### src/pkg/spc_pkg.sv
// Constants shared by the sampling loop control block
`default_nettype none
package spc_pkg;
	// ***********************************
	// Timing
	// ***********************************
	localparam int PCLK_PERIOD_NS = 25;
	localparam int CAL_TIME_NS = 100000;
	localparam int CAL_CYCLES = (CAL_TIME_NS + PCLK_PERIOD_NS - 1) / PCLK_PERIOD_NS;
	localparam int CAL_CNT_W = 12;
	localparam logic [CAL_CNT_W-1:0] CAL_LAST = CAL_CNT_W'(CAL_CYCLES - 1);

	// ***********************************
	// Register indices (byte address is four times the index)
	// ***********************************
	localparam logic [7:0] IDX_SOFT_RESET = 8'h00;
	localparam logic [7:0] IDX_CLK_SOURCE = 8'h53;
	localparam logic [7:0] IDX_REF_DIV_LO = 8'h54;
	localparam logic [7:0] IDX_REF_DIV_HI = 8'h55;
	localparam logic [7:0] IDX_FB_DIV_LO = 8'h56;
	localparam logic [7:0] IDX_FB_DIV_HI = 8'h57;
	localparam logic [7:0] IDX_PUMP = 8'h58;
	localparam logic [7:0] IDX_EN_A = 8'h59;
	localparam logic [7:0] IDX_FILT_RES = 8'h5a;
	localparam logic [7:0] IDX_CAP_THREE = 8'h5b;
	localparam logic [7:0] IDX_CAP_ONE = 8'h5c;
	localparam logic [7:0] IDX_CAP_TWO = 8'h5d;
	localparam logic [7:0] IDX_EN_B = 8'h5f;
	localparam logic [7:0] IDX_CAL_TRIG = 8'h6b;
	localparam logic [7:0] IDX_OUT_CLK = 8'h6d;
	localparam logic [7:0] IDX_STATUS = 8'hd1;
	localparam logic [7:0] IDX_IRQ_STAT = 8'he0;
	localparam logic [7:0] IDX_IRQ_MASK = 8'he1;

	// ***********************************
	// Field positions
	// ***********************************
	localparam int OUT_DIV_LSB = 4;
	localparam int EN_LOOP_BIT = 0;
	localparam int EN_REFDIV_BIT = 1;
	localparam int EN_OUT_BIT = 0;
	localparam int EN_BIAS_BIT = 1;
	localparam int OUT_CLK_EN_BIT = 0;
	localparam int DELAY_LSB = 1;
	localparam int STAT_CAL_BIT = 0;
	localparam int STAT_LOW_BIT = 1;
	localparam int STAT_HIGH_BIT = 2;
	localparam int EV_CAL = 0;
	localparam int EV_LOW = 1;
	localparam int EV_HIGH = 2;

	// ***********************************
	// Reset values
	// ***********************************
	localparam logic [9:0] RST_REF_DIV = 10'h001;
	localparam logic [11:0] RST_FB_DIV = 12'h001;
	localparam logic [3:0] RST_OUT_DIV = 4'h1;
	localparam logic [3:0] RST_PUMP = 4'h0;
	localparam logic [4:0] RST_FILT = 5'h00;
	localparam logic [2:0] RST_MASK = 3'h0;
endpackage
`default_nettype wire

### src/logic/spc_cal_seq.sv
// Calibration sequencer: runs one timed calibration per start pulse
`default_nettype none
module spc_cal_seq (
	input wire logic pclk,
	input wire logic presetn,
	input wire logic start,
	output logic busy,
	output logic done
);
	logic [spc_pkg::CAL_CNT_W-1:0] cnt_ff;
	logic busy_ff;

	// A new start while busy restarts the timer, so the last setting wins
	always_ff @(posedge pclk or negedge presetn) begin
		if (!presetn) begin
			busy_ff <= 1'b0;
			cnt_ff <= '0;
		end else if (start) begin
			busy_ff <= 1'b1;
			cnt_ff <= '0;
		end else if (busy_ff) begin
			if (cnt_ff == spc_pkg::CAL_LAST) begin
				busy_ff <= 1'b0;
			end else begin
				cnt_ff <= cnt_ff + 1'b1;
			end
		end
	end

	assign done = busy_ff & (cnt_ff == spc_pkg::CAL_LAST) & ~start;
	assign busy = busy_ff;

	start_to_busy_a: assert property (
		@(posedge pclk) disable iff (!presetn) start |=> busy ##1 busy)
		else $error("calibration did not go busy after start");

	done_ends_busy_a: assert property (
		@(posedge pclk) disable iff (!presetn) done |-> busy ##1 !busy)
		else $error("calibration done without ending busy");
endmodule
`default_nettype wire

### src/logic/spc_pll_ctrl.sv
// Register, enable and calibration control for the sampling clock loop
//
// The APB interface to the registers was decided locally.
`default_nettype none
module spc_pll_ctrl (
	input wire logic pclk,
	input wire logic presetn,
	input wire logic [9:0] paddr,
	input wire logic psel,
	input wire logic penable,
	input wire logic pwrite,
	input wire logic [31:0] pwdata,
	input wire logic [3:0] pstrb,
	output logic [31:0] prdata,
	output logic pready,
	output logic pslverr,
	output logic irq,
	input wire logic osc_low_drift_flag,
	input wire logic osc_high_drift_flag,
	output logic [9:0] reference_divider,
	output logic [11:0] feedback_divider,
	output logic [3:0] output_divider,
	output logic [3:0] pump_current_code,
	output logic [4:0] filter_resistor_code,
	output logic [4:0] filter_cap_one_code,
	output logic [4:0] filter_cap_two_code,
	output logic [4:0] filter_cap_three_code,
	output logic loop_enable,
	output logic ref_divider_enable,
	output logic loop_out_enable,
	output logic loop_bias_enable,
	output logic loop_clk_route_en,
	output logic [2:0] out_clock_delay,
	output logic sample_from_loop,
	output logic soft_reset_active,
	output logic cal_run
);
	// *******************************************
	// Bus decode
	// *******************************************
	logic [7:0] idx;
	logic setup;
	logic access;
	logic hit;
	logic wr_en;
	logic [7:0] rd_byte;

	logic [9:0] ref_div_ff;
	logic [11:0] fb_div_ff;
	logic [3:0] out_div_ff;
	logic [3:0] pump_ff;
	logic [4:0] res_ff;
	logic [4:0] cap1_ff;
	logic [4:0] cap2_ff;
	logic [4:0] cap3_ff;
	logic [1:0] en_a_ff;
	logic [1:0] en_b_ff;
	logic [3:0] out_clk_ff;
	logic src_ff;
	logic soft_ff;
	logic trig_ff;
	logic trig_prev_ff;
	logic soft_prev_ff;
	logic cal_stat_ff;
	logic [2:0] mask_ff;
	logic [2:0] irq_stat_ff;
	logic [2:0] irq_clr;
	logic [2:0] ev;
	logic low_s1_ff;
	logic low_s2_ff;
	logic high_s1_ff;
	logic high_s2_ff;
	logic low_prev_ff;
	logic high_prev_ff;
	logic [31:0] prdata_ff;
	logic cal_start;
	logic cal_busy;
	logic cal_done;

	// Zero divide codes would stall the dividers, so they act as one
	function automatic logic [11:0] div_nz(input logic [11:0] v);
		div_nz = (v == 12'h000) ? 12'h001 : v;
	endfunction

	// Zero-wait slave; word aligned, lane 0 carries the byte
	assign idx = paddr[9:2];
	assign setup = psel & ~penable;
	assign access = psel & penable;
	assign pready = 1'b1;
	assign pslverr = access & ~hit;
	assign wr_en = access & pwrite & pstrb[0] & hit;
	assign prdata = prdata_ff;

	always_comb begin
		rd_byte = 8'h00;
		hit = (paddr[1:0] == 2'b00);
		unique case (idx)
			spc_pkg::IDX_SOFT_RESET: rd_byte = {7'h00, soft_ff};
			spc_pkg::IDX_CLK_SOURCE: rd_byte = {7'h00, src_ff};
			spc_pkg::IDX_REF_DIV_LO: rd_byte = ref_div_ff[7:0];
			spc_pkg::IDX_REF_DIV_HI: rd_byte = {out_div_ff, 2'b00, ref_div_ff[9:8]};
			spc_pkg::IDX_FB_DIV_LO: rd_byte = fb_div_ff[7:0];
			spc_pkg::IDX_FB_DIV_HI: rd_byte = {4'h0, fb_div_ff[11:8]};
			spc_pkg::IDX_PUMP: rd_byte = {4'h0, pump_ff};
			spc_pkg::IDX_EN_A: rd_byte = {6'h00, en_a_ff};
			spc_pkg::IDX_FILT_RES: rd_byte = {3'h0, res_ff};
			spc_pkg::IDX_CAP_THREE: rd_byte = {3'h0, cap3_ff};
			spc_pkg::IDX_CAP_ONE: rd_byte = {3'h0, cap1_ff};
			spc_pkg::IDX_CAP_TWO: rd_byte = {3'h0, cap2_ff};
			spc_pkg::IDX_EN_B: rd_byte = {6'h00, en_b_ff};
			spc_pkg::IDX_CAL_TRIG: rd_byte = {7'h00, trig_ff};
			spc_pkg::IDX_OUT_CLK: rd_byte = {4'h0, out_clk_ff};
			spc_pkg::IDX_STATUS: rd_byte = {5'h00, high_s2_ff, low_s2_ff, cal_stat_ff};
			spc_pkg::IDX_IRQ_STAT: rd_byte = {5'h00, irq_stat_ff};
			spc_pkg::IDX_IRQ_MASK: rd_byte = {5'h00, mask_ff};
			default: hit = 1'b0;
		endcase
	end

	// Read data is captured in the setup cycle and held for the access edge
	always_ff @(posedge pclk or negedge presetn) begin
		if (!presetn) begin
			prdata_ff <= 32'h0000_0000;
		end else if (setup & ~pwrite) begin
			prdata_ff <= {24'h00_0000, rd_byte};
		end
	end

	// *******************************************
	// Configuration registers
	// *******************************************
	// config holds until rewritten
	always_ff @(posedge pclk or negedge presetn) begin
		if (!presetn) begin
			ref_div_ff <= spc_pkg::RST_REF_DIV;
			fb_div_ff <= spc_pkg::RST_FB_DIV;
			out_div_ff <= spc_pkg::RST_OUT_DIV;
			pump_ff <= spc_pkg::RST_PUMP;
			res_ff <= spc_pkg::RST_FILT;
			cap1_ff <= spc_pkg::RST_FILT;
			cap2_ff <= spc_pkg::RST_FILT;
			cap3_ff <= spc_pkg::RST_FILT;
			en_a_ff <= 2'b00;
			en_b_ff <= 2'b00;
			out_clk_ff <= 4'h0;
			src_ff <= 1'b0;
			soft_ff <= 1'b0;
			trig_ff <= 1'b0;
			mask_ff <= spc_pkg::RST_MASK;
		end else if (wr_en) begin
			unique case (idx)
				spc_pkg::IDX_SOFT_RESET: soft_ff <= pwdata[0];
				spc_pkg::IDX_CLK_SOURCE: src_ff <= pwdata[0];
				spc_pkg::IDX_REF_DIV_LO: ref_div_ff[7:0] <= pwdata[7:0];
				spc_pkg::IDX_REF_DIV_HI: begin
					ref_div_ff[9:8] <= pwdata[1:0];
					out_div_ff <= pwdata[spc_pkg::OUT_DIV_LSB +: 4];
				end
				spc_pkg::IDX_FB_DIV_LO: fb_div_ff[7:0] <= pwdata[7:0];
				spc_pkg::IDX_FB_DIV_HI: fb_div_ff[11:8] <= pwdata[3:0];
				spc_pkg::IDX_PUMP: pump_ff <= pwdata[3:0];
				spc_pkg::IDX_EN_A: en_a_ff <= pwdata[1:0];
				spc_pkg::IDX_FILT_RES: res_ff <= pwdata[4:0];
				spc_pkg::IDX_CAP_THREE: cap3_ff <= pwdata[4:0];
				spc_pkg::IDX_CAP_ONE: cap1_ff <= pwdata[4:0];
				spc_pkg::IDX_CAP_TWO: cap2_ff <= pwdata[4:0];
				spc_pkg::IDX_EN_B: en_b_ff <= pwdata[1:0];
				spc_pkg::IDX_CAL_TRIG: trig_ff <= pwdata[0];
				spc_pkg::IDX_OUT_CLK: out_clk_ff <= pwdata[3:0];
				spc_pkg::IDX_IRQ_MASK: mask_ff <= pwdata[2:0];
				default: ;
			endcase
		end
	end

	// reference divide code prescaler code ratio set by codes
	assign reference_divider = 10'(div_nz({2'b00, ref_div_ff}));
	assign feedback_divider = div_nz(fb_div_ff);
	assign output_divider = 4'(div_nz({8'h00, out_div_ff}));
	assign pump_current_code = pump_ff;
	assign filter_resistor_code = res_ff;
	assign filter_cap_one_code = cap1_ff;
	assign filter_cap_two_code = cap2_ff;
	assign filter_cap_three_code = cap3_ff;
	assign loop_enable = en_a_ff[spc_pkg::EN_LOOP_BIT];
	assign ref_divider_enable = en_a_ff[spc_pkg::EN_REFDIV_BIT];
	assign loop_out_enable = en_b_ff[spc_pkg::EN_OUT_BIT];
	assign loop_bias_enable = en_b_ff[spc_pkg::EN_BIAS_BIT];
	assign loop_clk_route_en = out_clk_ff[spc_pkg::OUT_CLK_EN_BIT];
	assign out_clock_delay = out_clk_ff[spc_pkg::DELAY_LSB +: 3];
	assign sample_from_loop = src_ff;
	assign soft_reset_active = soft_ff;

	// *******************************************
	// Calibration
	// *******************************************
	// Edge history of trigger and soft reset bits
	always_ff @(posedge pclk or negedge presetn) begin
		if (!presetn) begin
			trig_prev_ff <= 1'b0;
			soft_prev_ff <= 1'b0;
		end else begin
			trig_prev_ff <= trig_ff;
			soft_prev_ff <= soft_ff;
		end
	end

	// trigger rise starts soft reset exit starts
	assign cal_start = (trig_ff & ~trig_prev_ff) | (~soft_ff & soft_prev_ff);

	spc_cal_seq u_cal (
		.pclk(pclk),
		.presetn(presetn),
		.start(cal_start),
		.busy(cal_busy),
		.done(cal_done)
	);
	assign cal_run = cal_busy;

	// status bit busy/done cleared on start
	always_ff @(posedge pclk or negedge presetn) begin
		if (!presetn) begin
			cal_stat_ff <= 1'b0;
		end else if (cal_start) begin
			cal_stat_ff <= 1'b0;
		end else if (cal_done) begin
			cal_stat_ff <= 1'b1;
		end
	end

	// *******************************************
	// Drift flags and interrupts
	// *******************************************
	// drift flag synchronisers, flags come from the analog loop
	always_ff @(posedge pclk or negedge presetn) begin
		if (!presetn) begin
			low_s1_ff <= 1'b0;
			low_s2_ff <= 1'b0;
			high_s1_ff <= 1'b0;
			high_s2_ff <= 1'b0;
			low_prev_ff <= 1'b0;
			high_prev_ff <= 1'b0;
		end else begin
			low_s1_ff <= osc_low_drift_flag;
			low_s2_ff <= low_s1_ff;
			high_s1_ff <= osc_high_drift_flag;
			high_s2_ff <= high_s1_ff;
			low_prev_ff <= low_s2_ff;
			high_prev_ff <= high_s2_ff;
		end
	end

	assign ev[spc_pkg::EV_CAL] = cal_done;
	assign ev[spc_pkg::EV_LOW] = low_s2_ff & ~low_prev_ff;
	assign ev[spc_pkg::EV_HIGH] = high_s2_ff & ~high_prev_ff;

	// Only bits already shown to software are cleared, so a new event survives
	assign irq_clr = (access & ~pwrite & (idx == spc_pkg::IDX_IRQ_STAT)) ? prdata_ff[2:0] : 3'h0;

	always_ff @(posedge pclk or negedge presetn) begin
		if (!presetn) begin
			irq_stat_ff <= 3'h0;
		end else begin
			irq_stat_ff <= (irq_stat_ff & ~irq_clr) | ev;
		end
	end

	assign irq = |(irq_stat_ff & mask_ff);

	// *******************************************
	// Checks
	// *******************************************
	trig_rise_cal_a: assert property (
		@(posedge pclk) disable iff (!presetn) $rose(trig_ff) |=> cal_busy)
		else $error("trigger rise did not start calibration");

	soft_exit_cal_a: assert property (
		@(posedge pclk) disable iff (!presetn) $fell(soft_ff) |=> cal_busy && !cal_stat_ff)
		else $error("soft reset exit did not start calibration");

	stat_busy_a: assert property (
		@(posedge pclk) disable iff (!presetn) cal_busy |-> !cal_stat_ff)
		else $error("calibration status shows done while busy");

	stat_done_a: assert property (
		@(posedge pclk) disable iff (!presetn) cal_done && !cal_start |=> cal_stat_ff)
		else $error("calibration status not done after finish");

	drift_low_a: assert property (
		@(posedge pclk) disable iff (!presetn)
		osc_low_drift_flag [*3] |-> low_s2_ff)
		else $error("low drift flag not visible after two stages");

	route_gate_a: assert property (
		@(posedge pclk) disable iff (!presetn)
		wr_en && idx == spc_pkg::IDX_OUT_CLK && !pwdata[0] |=> !loop_clk_route_en)
		else $error("loop clock still routed after disable");

	no_auto_cal_a: assert property (
		@(posedge pclk) disable iff (!presetn)
		wr_en && idx >= spc_pkg::IDX_REF_DIV_LO && idx <= spc_pkg::IDX_FB_DIV_HI
		&& !cal_busy && !cal_start |=> !cal_busy)
		else $error("divider write started a calibration");

	ref_div_nz_a: assert property (
		@(posedge pclk) disable iff (!presetn) reference_divider != 10'h000)
		else $error("reference divide code is zero");
endmodule
`default_nettype wire

### config.mk
export PLATFORM = sky130hd
export DESIGN_NAME = spc_pll_ctrl
export DESIGN_NICKNAME = d
export VERILOG_FILES = /design/src/pkg/spc_pkg.sv /design/src/logic/spc_cal_seq.sv /design/src/logic/spc_pll_ctrl.sv
export SDC_FILE = /design/constraint.sdc
export NUM_CORES = 1
export LEC_CHECK = 0
export BUFFER_PORTS_ARGS = -buffer_cell sky130_fd_sc_hd__buf_2
export CAP_MARGIN = 0
export CORE_UTILIZATION = 28
export DETAILED_ROUTE_END_ITERATION = 16
export PLACE_DENSITY = 0.54
export SYNTH_ARGS = -nofsm -noshare
export SYNTH_HDL_FRONTEND = slang
export SYNTH_SLANG_ARGS = --single-unit
### constraint.sdc
create_clock -name pclk -period 3.85 [get_ports pclk]
set_clock_uncertainty 0.2 [all_clocks]
set_input_delay 0.1925 -clock pclk [delete_from_list [all_inputs] [get_ports pclk]]
set_output_delay 0.1925 -clock pclk [all_outputs]
set_load 0.005 [all_outputs]
==> results.txt, run 1 <==
status: finished, final reports clean
clk_lat worst skew: 350 ps
Slowest-stage cell, CP: nor4bb_1
Post-synth ARST share: 100%
area of the die: 18900 sq um
clk buf depth: 2
reg2reg start: u_cal.cnt_ff[0]$_DFFE_PN0P_
Slew Limit Fails: 0
Placeable Area: 18000 sq um
Seq cells post-synth: 97
Mapped Cells: 486
CTS tree: done
predominant post-synthesis flop cell: dfrtp_1
grt ovf: 0
io pins: 149
Cell variety after synth: 64
initial antenna violation count: 0
cts-stage hold buffer count: 6
Die Y: 137 microns
Final Critical Period: 2390 ps
crit path from: paddr[8]
largest net degree at the start of global routing: 69
fin crit share: 62.1%
Arr. time, crit path: 2000 ps
HPWL after DPL: 11.1 mm
cell with the most instances on the worst path: buf_2
Final Wtd Congestion: 0.864
hold_sp: pwdata[3]
setup TNS: 0 ps
vias per inst: 5.04
VDD IR max: 0.186 mV
DR WL/cell: 19.1 microns
Slew @ Worst Pin: 1140 ps
fin cells: 792
pwr/cell area: 343 nW/um^2
# DRC: 0
Worst Path Buf+Inv: 2
clk sinks: 97
Inst Count DP: 770
Port Buffers: 96
leak pwr: 2.87 nW
# diodes: 0
PnR worst setup slack: 1460 ps
most common cell after layout, fill and taps aside: buf_2
total track usage: 16.7%
slowest stage delay, CP: 810 ps
WS Path Type: primary input to output port
postcts setup bufs: 0
most frequent cells in the layout: buf_2 (95), dfrtp_1 (94), mux2_2 (69)
pre-CTS WS: 1170 ps
multi-input logic area: 2380 sq um
number of global-route vias before repair: 3947
clk slew on worst S/H paths: 70 ps
crit-path cells: buf_2 -> nor4bb_1 -> o2111ai_1 -> nand4_1 -> o21a_1 -> nor2_1 -> buf_2
CTS buffer count: 9
Tot Pwr: 2.06 mW
Hold Violations, Final: 0
nature of the critical path endpoint: output port
Slew headroom: 23.8%
CP delay by family, top: simple AND/OR/NAND/NOR gates
Hold WC Path Type: primary input to register
Total Wirelength: 15.1 mm
fill cell count: 1836
sequential cell area fraction in the yosys report: 47.4%
Syn Std Cell Area: 5130 sq um
first-pass GRT wire length: 23.2 mm
Detailed Route Iter0 Violations: 192
root buffer cell: clkbuf_16
RSZ-0062 raised after global routing: no
die width: 137 microns
cell row count: 49
Post-synth EDFFs: 0
Setup-failing EPs final: 0
Max Fclk: 419 MHz
Initial Util: 28.5%
Ys Warns: 0
storage element area: 2430 sq um
startpoint types: primary input
syn avg cell area: 10.6 sq um
fraction of layout cells with a size suffix above 1: 35.3%
via count: 3991
synth-to-layout area growth: 17.1%
number of iterations in the first detailed-routing pass: 5
H-tree depth: 3
Data required, critical path: 3460 ps
post-CTS sizing: 0
Final ANT Viol Nets: 0
Max-Cap Viols: 0
CP Max Fanout: 9
Layout Nets: 612
==> through the flow <==
step / hold slack (ps) / utilization [%] / instance area (sq um)
2_1_floorplan: -303 / - / 5210
3_3_place_gp: 108 / 31.6 / 5680
3_5_place_dp: 113 / 31.6 / 5680
4_1_cts: 16.3 / 33.4 / 6000
5_1_grt: 26.5 / 33.4 / 6000
6_report: 24.7 / 33.4 / 6000
==> synth_stat cells (10+ instances only) <==
library cell  count  area [sq um]
nand3_1          17          85.1
o21ai_0          12          60.1
mux2_2           69           777
nand2_1          35           131
nand4_1          11          68.8
clkbuf_1         36           135
nor2_1           25          93.8
xnor2_1          10          87.6
nor4_1           10          62.6
inv_1            12          45.0
dfrtp_1          94          2350
buf_4            25           188
==> metal layers <==
metal / wire [microns] / share of wire [%] / global-route usage (%) / vias up
met4: 246 / 1.6 / 5.01 / 0
met1: 7040 / 47 / 22.9 / 2008
met5: 0 / 0 / 0 / -
li1: - / - / - / 1832
met2: 6870 / 45 / 25.6 / 133
met3: 971 / 6.4 / 4.30 / 18
==> area by class of cell <==
type                            count  share of cell area (%)
Clock buffer                       12                    3.94
Clock inverter                      4                   0.542
Inverter                           12                   0.750
Multi-Input combinational cell    329                    39.6
Sequential cell                    97                    40.5
Tap cell                          229                    4.77
Timing Repair Buffer              109                    9.92
==> state kept, by name (all words and copies together), names as in the netlist, 2 cells and up <==
register and count:
filter_cap_three_code 5, filter_cap_two_code 5, irq_stat_ff 3, pump_current_code 4, en_b_ff 2, filter_resistor_code 5
mask_ff 3, prdata 8, ref_div_ff 10, out_clk_ff 4, out_div_ff 4, fb_div_ff 12
filter_cap_one_code 5, en_a_ff 2, u_cal.cnt_ff 12
==> logic make-up (layout without fill, tap and decap cells) <==
group	after synthesis	count (layout)	share of synthesized area, %
flops	97	97	47.4
mux	78	78	17.2
compound gates	64	64	9.10
fa+ha+maj	1	1	0.244
buf+inv	83	137	8.05
other cells	2	25	0.146
simple gates	150	150	16.0
xor+xnor	11	11	1.88
==> worst paths after layout <==
check / cells after the start / slack [ps] / endpoint
max in group asynchronous: 3 / 2290 / out_div_ff[0]$_DFFE_PN1P_
max: 7 / 1460 / pslverr
min reg2reg: 0 / 160 / high_s2_ff$_DFF_PN0_
min: 2 / 20 / pump_current_code[3]$_DFFE_PN0P_
max reg2reg: 7 / 1470 / u_cal.cnt_ff[11]$_DFFE_PN0P_
min in group asynchronous: 2 / 310 / u_cal.cnt_ff[6]$_DFFE_PN0P_
==> worst reg2reg max path, stage by stage (launching register included) <==
cell       delay [ps]
dfrtp_1           410
ha_1              230
nand2_1           210
o41ai_2           180
buf_4             200
a2111oi_0         560
xnor2_1           190
nor2_1             50
==> power by group <==
part	total [mW]	leakage, nW	switching [mW]	internal [mW]
registers	1.06	1.31	0.0178	1.04
clock network	0.837	0.123	0.396	0.441
logic	0.169	1.43	0.114	0.0551
Power figures use the tool's default switching activity.
==> inputs of run 2 (changes only) <==
--- a/config.mk
+++ b/config.mk
@@ -9,7 +9,7 @@
 export CAP_MARGIN = 0
 export CORE_UTILIZATION = 28
 export DETAILED_ROUTE_END_ITERATION = 16
-export PLACE_DENSITY = 0.54
+export PLACE_DENSITY = 0.56
 export SYNTH_ARGS = -nofsm -noshare
 export SYNTH_HDL_FRONTEND = slang
 export SYNTH_SLANG_ARGS = --single-unit
==> constraint.sdc (replaced) <==
create_clock -name pclk -period 2.15 [get_ports pclk]
set_clock_uncertainty 0.2 [all_clocks]
set_input_delay 0.1075 -clock pclk [delete_from_list [all_inputs] [get_ports pclk]]
set_output_delay 0.1075 -clock pclk [all_outputs]
set_load 0.005 [all_outputs]
==> results.txt, run 2 (synthesis gave the netlist of run 1 again) <==
status: finished, final reports clean
first-pass GRT wire length: 23.2 mm
WS Path Type: register to register
Arr. time, crit path: 2060 ps
Slew Limit Fails: 0
nature of the critical path endpoint: register
fill cell count: 1828
Final Wtd Congestion: 0.878
largest net degree at the start of global routing: 41
multi-input logic area: 2390 sq um
RSZ-0062 raised after global routing: no
Slew @ Worst Pin: 522 ps
Data required, critical path: 2190 ps
number of global-route vias before repair: 4032
startpoint types: register
via count: 4154
clk sinks: 97
setup TNS: 0 ps
post-place instance area: 5880 sq um
most common cell after layout, fill and taps aside: buf_2
area of the die: 18900 sq um
Detailed Route Iter0 Violations: 240
storage element area: 2430 sq um
VDD IR max: 0.327 mV
Die Y: 137 microns
Port Buffers: 96
most frequent cells in the layout: buf_2 (95), dfrtp_1 (94), mux2_2 (69)
CTS buffer count: 9
Max-Cap Viols: 0
Hold WC Path Type: primary input to register
io pins: 149
number of iterations in the first detailed-routing pass: 5
Final Critical Period: 2010 ps
Tot Pwr: 3.77 mW
synth-to-layout area growth: 22.4%
initial antenna violation count: 0
Final ANT Viol Nets: 0
biggest regs: fb_div_ff: 12 flops, u_cal.cnt_ff: 12 flops, ref_div_ff: 10 flops
Layout Nets: 642
Total Wirelength: 15.1 mm
HPWL after DPL: 11.6 mm
Placeable Area: 18000 sq um
clk_lat worst skew: 360 ps
grt ovf: 0
fraction of layout cells with a size suffix above 1: 38.3%
root buffer cell: clkbuf_16
cell row count: 49
vias per inst: 5.05
H-tree depth: 3
Max Fclk: 497 MHz
Setup-failing EPs final: 0
Hold Violations, Final: 0
Initial Util: 28.5%
pwr/cell area: 600 nW/um^2
CTS tree: done
clk slew on worst S/H paths: 70 ps
# DRC: 0
Slew headroom: 65.2%
clk buf depth: 2
total track usage: 16.6%
leak pwr: 3.04 nW
DR WL/cell: 18.4 microns
CP Max Fanout: 4
die width: 137 microns
fin crit share: 93.7%
Post-Layout Inst Area: 6280 sq um
## run 2: area by class of cell
type | instances | share of cell area [%]
Antenna cell | 1 | 0.0399
Clock inverter | 6 | 0.797
Sequential cell | 97 | 38.7
Timing Repair Buffer | 139 | 13.4
Multi-Input combinational cell | 329 | 38.1
Inverter | 12 | 0.718
Tap cell | 229 | 4.56
Clock buffer | 10 | 3.65
## run 2: report_power, final
part	total, mW	switching, mW	internal, mW
logic	0.332	0.208	0.124
registers	1.89	0.0330	1.86
clock network	1.54	0.743	0.802
## run 2: through the flow
step / hold slack [ps] / std cells / setup slack (ps) / util [%]
after floorplan: -388 / 509 / 123 / -
final: 60.7 / 823 / 136 / 34.9
after detailed placement: -84.7 / 796 / 111 / 32.8
after global routing: 71.9 / 822 / 22.2 / 34.9
after global placement: -91.6 / 796 / 132 / 32.8
after CTS: 49.5 / 822 / 117 / 34.9
## run 2: path summary, 6_finish.rpt
kind | startpoint | to | slack, ps | cells past startpoint
setup / recovery | u_cal.cnt_ff[0]$_DFFE_PN0P_ | u_cal.cnt_ff[7]$_DFFE_PN0P_ | 140 | 7
hold reg to reg | high_s1_ff$_DFF_PN0_ | high_s2_ff$_DFF_PN0_ | 160 | 0
setup reg to reg | u_cal.cnt_ff[0]$_DFFE_PN0P_ | u_cal.cnt_ff[7]$_DFFE_PN0P_ | 140 | 7
max in group asynchronous | presetn | ref_div_ff[0]$_DFFE_PN1P_ | 1010 | 3
min in group asynchronous | presetn | u_cal.cnt_ff[9]$_DFFE_PN0P_ | 70 | 2
hold / removal | pwdata[1] | fb_div_ff[1]$_DFFE_PN0P_ | 60 | 2
## run 2: worst max-delay path, stage by stage, from the launching register on
cell and delay, ps:
dfrtp_1 410, ha_1 220, nand2_1 140, o41ai_4 90, a2111oi_1 490, buf_4 190, xnor2_1 100, nor2_1 50
## run 2: metal layers
layer	global-route usage, %	up-vias	wire, microns
met4	4.95	0	214
met3	4.23	19	880
met5	0	-	0
met1	22.5	2096	6990
li1	-	1898	-
met2	25.9	141	7050
## run 2: what timing repair did
item,4_1_cts,5_1_grt
endpoints found under the setup margin,0,7
hold buffers,10,0
resized for setup,0,2
endpoints found under the hold margin,125,0
setup buffers,0,0
==> inputs of run 3 (changes only) <==
--- a/config.mk
+++ b/config.mk
@@ -5,6 +5,7 @@
 export SDC_FILE = /design/constraint.sdc
 export NUM_CORES = 1
 export LEC_CHECK = 0
+export ABC_AREA = 1
 export BUFFER_PORTS_ARGS = -buffer_cell sky130_fd_sc_hd__buf_2
 export CAP_MARGIN = 0
 export CORE_UTILIZATION = 28
==> results.txt, run 3 <==
clk_lat worst skew: 360 ps
clk sinks: 97
grt ovf: 0
fraction of layout cells with a size suffix above 1: 18.0%
Post-Layout Inst Area: 6410 sq um
Slew @ Worst Pin: 576 ps
H-tree depth: 3
status: finished, final reports clean
via count: 5078
CTS buffer count: 9
hold endpoint: fb_div_ff[1]$_DFFE_PN0P_
Area contributors post-synth: dfrtp_1 (44%), nand2_1 (19%), nand4_1 (10%), buf_4 (3.7%), nor2_1 (3.6%)
Cell variety after synth: 36
setup TNS: 0 ps
post-place instance area: 5950 sq um
syn avg cell area: 7.46 sq um
cell row count: 49
area share of the largest cell type after synthesis: 44.4%
RSZ-0062 raised after global routing: no
root buffer cell: clkbuf_16
clk buf depth: 2
vias per inst: 4.91
Slew headroom: 61.6%
WHS Path Cells: 3
# diodes: 0
Placeable Area: 18300 sq um
most frequent cells in the layout: nand2_1 (269), buf_2 (95), dfrtp_1 (94)
Mapped Cells: 710
Initial Util: 29.0%
Layout Nets: 854
Data required, critical path: 1840 ps
Max Fclk: 497 MHz
area of the die: 19500 sq um
most common cell after layout, fill and taps aside: nand2_1
Final Wtd Congestion: 0.890
Syn Std Cell Area: 5300 sq um
Post-synth EDFFs: 0
Hold Violations, Final: 0
worst r2r path cells: 10
CP Max Fanout: 4
pwr/cell area: 583 nW/um^2
die width: 140 microns
sequential cell area fraction in the yosys report: 45.9%
Total Wirelength: 16.4 mm
number of global-route vias before repair: 4685
Max-Cap Viols: 0
io pins: 149
synth-to-layout area growth: 21.0%
hold_sp: pwdata[1]
leak pwr: 3.48 nW
Post-synth ARST share: 100%
reg2reg start: u_cal.cnt_ff[0]$_DFFE_PN0P_
Detailed Route Iter0 Violations: 399
r2r endpoint: u_cal.cnt_ff[7]$_DFFE_PN0P_
total track usage: 17.2%
CTS tree: done
final core occ: 35.1%
Ys Warns: 0
fin crit share: 93.6%
# DRC: 0
r2r setup slk: 230 ps
Hold WC Path Type: primary input to register
biggest regs: fb_div_ff: 12 flops, u_cal.cnt_ff: 12 flops, ref_div_ff: 10 flops
HPWL after DPL: 11.6 mm
predominant post-synthesis flop cell: dfrtp_1
DR WL/cell: 15.8 microns
first-pass GRT wire length: 25.6 mm
postcts setup bufs: 0
Slew Limit Fails: 0
Port Buffers: 96
count leader, synth: nand2_1
most common library cells after synthesis: nand2_1 (271), dfrtp_1 (94), nand4_1 (85)
Setup-failing EPs final: 0
Arr. time, crit path: 1710 ps
initial antenna violation count: 0
largest net degree at the start of global routing: 98
Yosys top cell by area: dfrtp_1
Seq cells post-synth: 97
WS Path Type: register to output port
number of iterations in the first detailed-routing pass: 5
Final ANT Viol Nets: 0
startpoint types: register
VDD IR max: 0.385 mV
Die Y: 140 microns
nature of the critical path endpoint: output port
clk slew on worst S/H paths: 70 ps
Final Critical Period: 2010 ps
-- run 3: cell types whose count changed after synthesis, sizes merged, moves of 10 or more --
cell	before	now
xnor2	10	0
inv	12	43
mux2	69	0
nand2	35	272
nor2	27	54
nand4	11	87
-- run 3: critical path, stage by stage, from the launching register on --
cell	delay [ps]
dfrtp_1	440
nor4_1	280
nand3_1	110
o41ai_1	340
buf_2	190
-- run 3: worst max path at each step --
stage / from / end / depth (start not counted)
after floorplan: u_cal.cnt_ff[0]$_DFFE_PN0P_ / u_cal.cnt_ff[7]$_DFFE_PN0P_ / 10
after global placement: paddr[7] / filter_cap_one_code[0]$_DFFE_PN0P_ / 12
after detailed placement: paddr[7] / filter_cap_one_code[4]$_DFFE_PN0P_ / 12
after CTS: ref_div_ff[2]$_DFFE_PN0P_ / reference_divider[0] / 4
after global routing: u_cal.cnt_ff[0]$_DFFE_PN0P_ / u_cal.cnt_ff[10]$_DFFE_PN0P_ / 10
final: ref_div_ff[8]$_DFFE_PN0P_ / reference_divider[0] / 4
-- run 3: metal layers --
layer  GRT usage [%]  wire [microns]
met5               0               0
met4            4.92             214
met2            27.8            7660
met1            23.0            7560
met3            3.82             912
-- run 3: layout make-up --
| type | count | area (sq um) |
|---|---|---|
| Tap cell | 229 | 287 |
| Timing Repair Buffer | 132 | 853 |
| Clock inverter | 7 | 78.8 |
| Fill cell | 1929 | 11900 |
| Inverter | 47 | 176 |
| Multi-Input combinational cell | 513 | 2360 |
| Sequential cell | 97 | 2430 |
| Clock buffer | 9 | 225 |
-- run 3: repair_timing --
action | CTS | global route
endpoints found under the setup margin | 0 | 4
gates resized for setup | 0 | 2
hold buffers | 15 | 0
hold endpoints to repair | 139 | 0
-- run 3: where the power goes --
group          internal, mW  switching [mW]  total (mW)
Combinational        0.0662           0.167       0.233
Clock                 0.912           0.753        1.67
Sequential             1.83         0.00534        1.84
-- run 3: logic make-up after synthesis --
kind of cell	share of synthesized area (%)
compound gates	4.25
xor+xnor	0.331
fa+ha+maj	0.236
buf+inv	11.6
flops	45.9
other cells	0.142
simple gates	37.6
-- run 3: per-stage QoR --
step,worst slack (ps),std cells,hold WS (ps),power (mW)
after floorplan,357,733,-388,2.00
after global placement,99.4,1003,16.6,2.09
after detailed placement,90.2,1003,18.3,2.09
after CTS,78.9,1034,6.85,3.77
after global routing,43.7,1034,19.4,3.87
final,137,1034,20.3,3.74
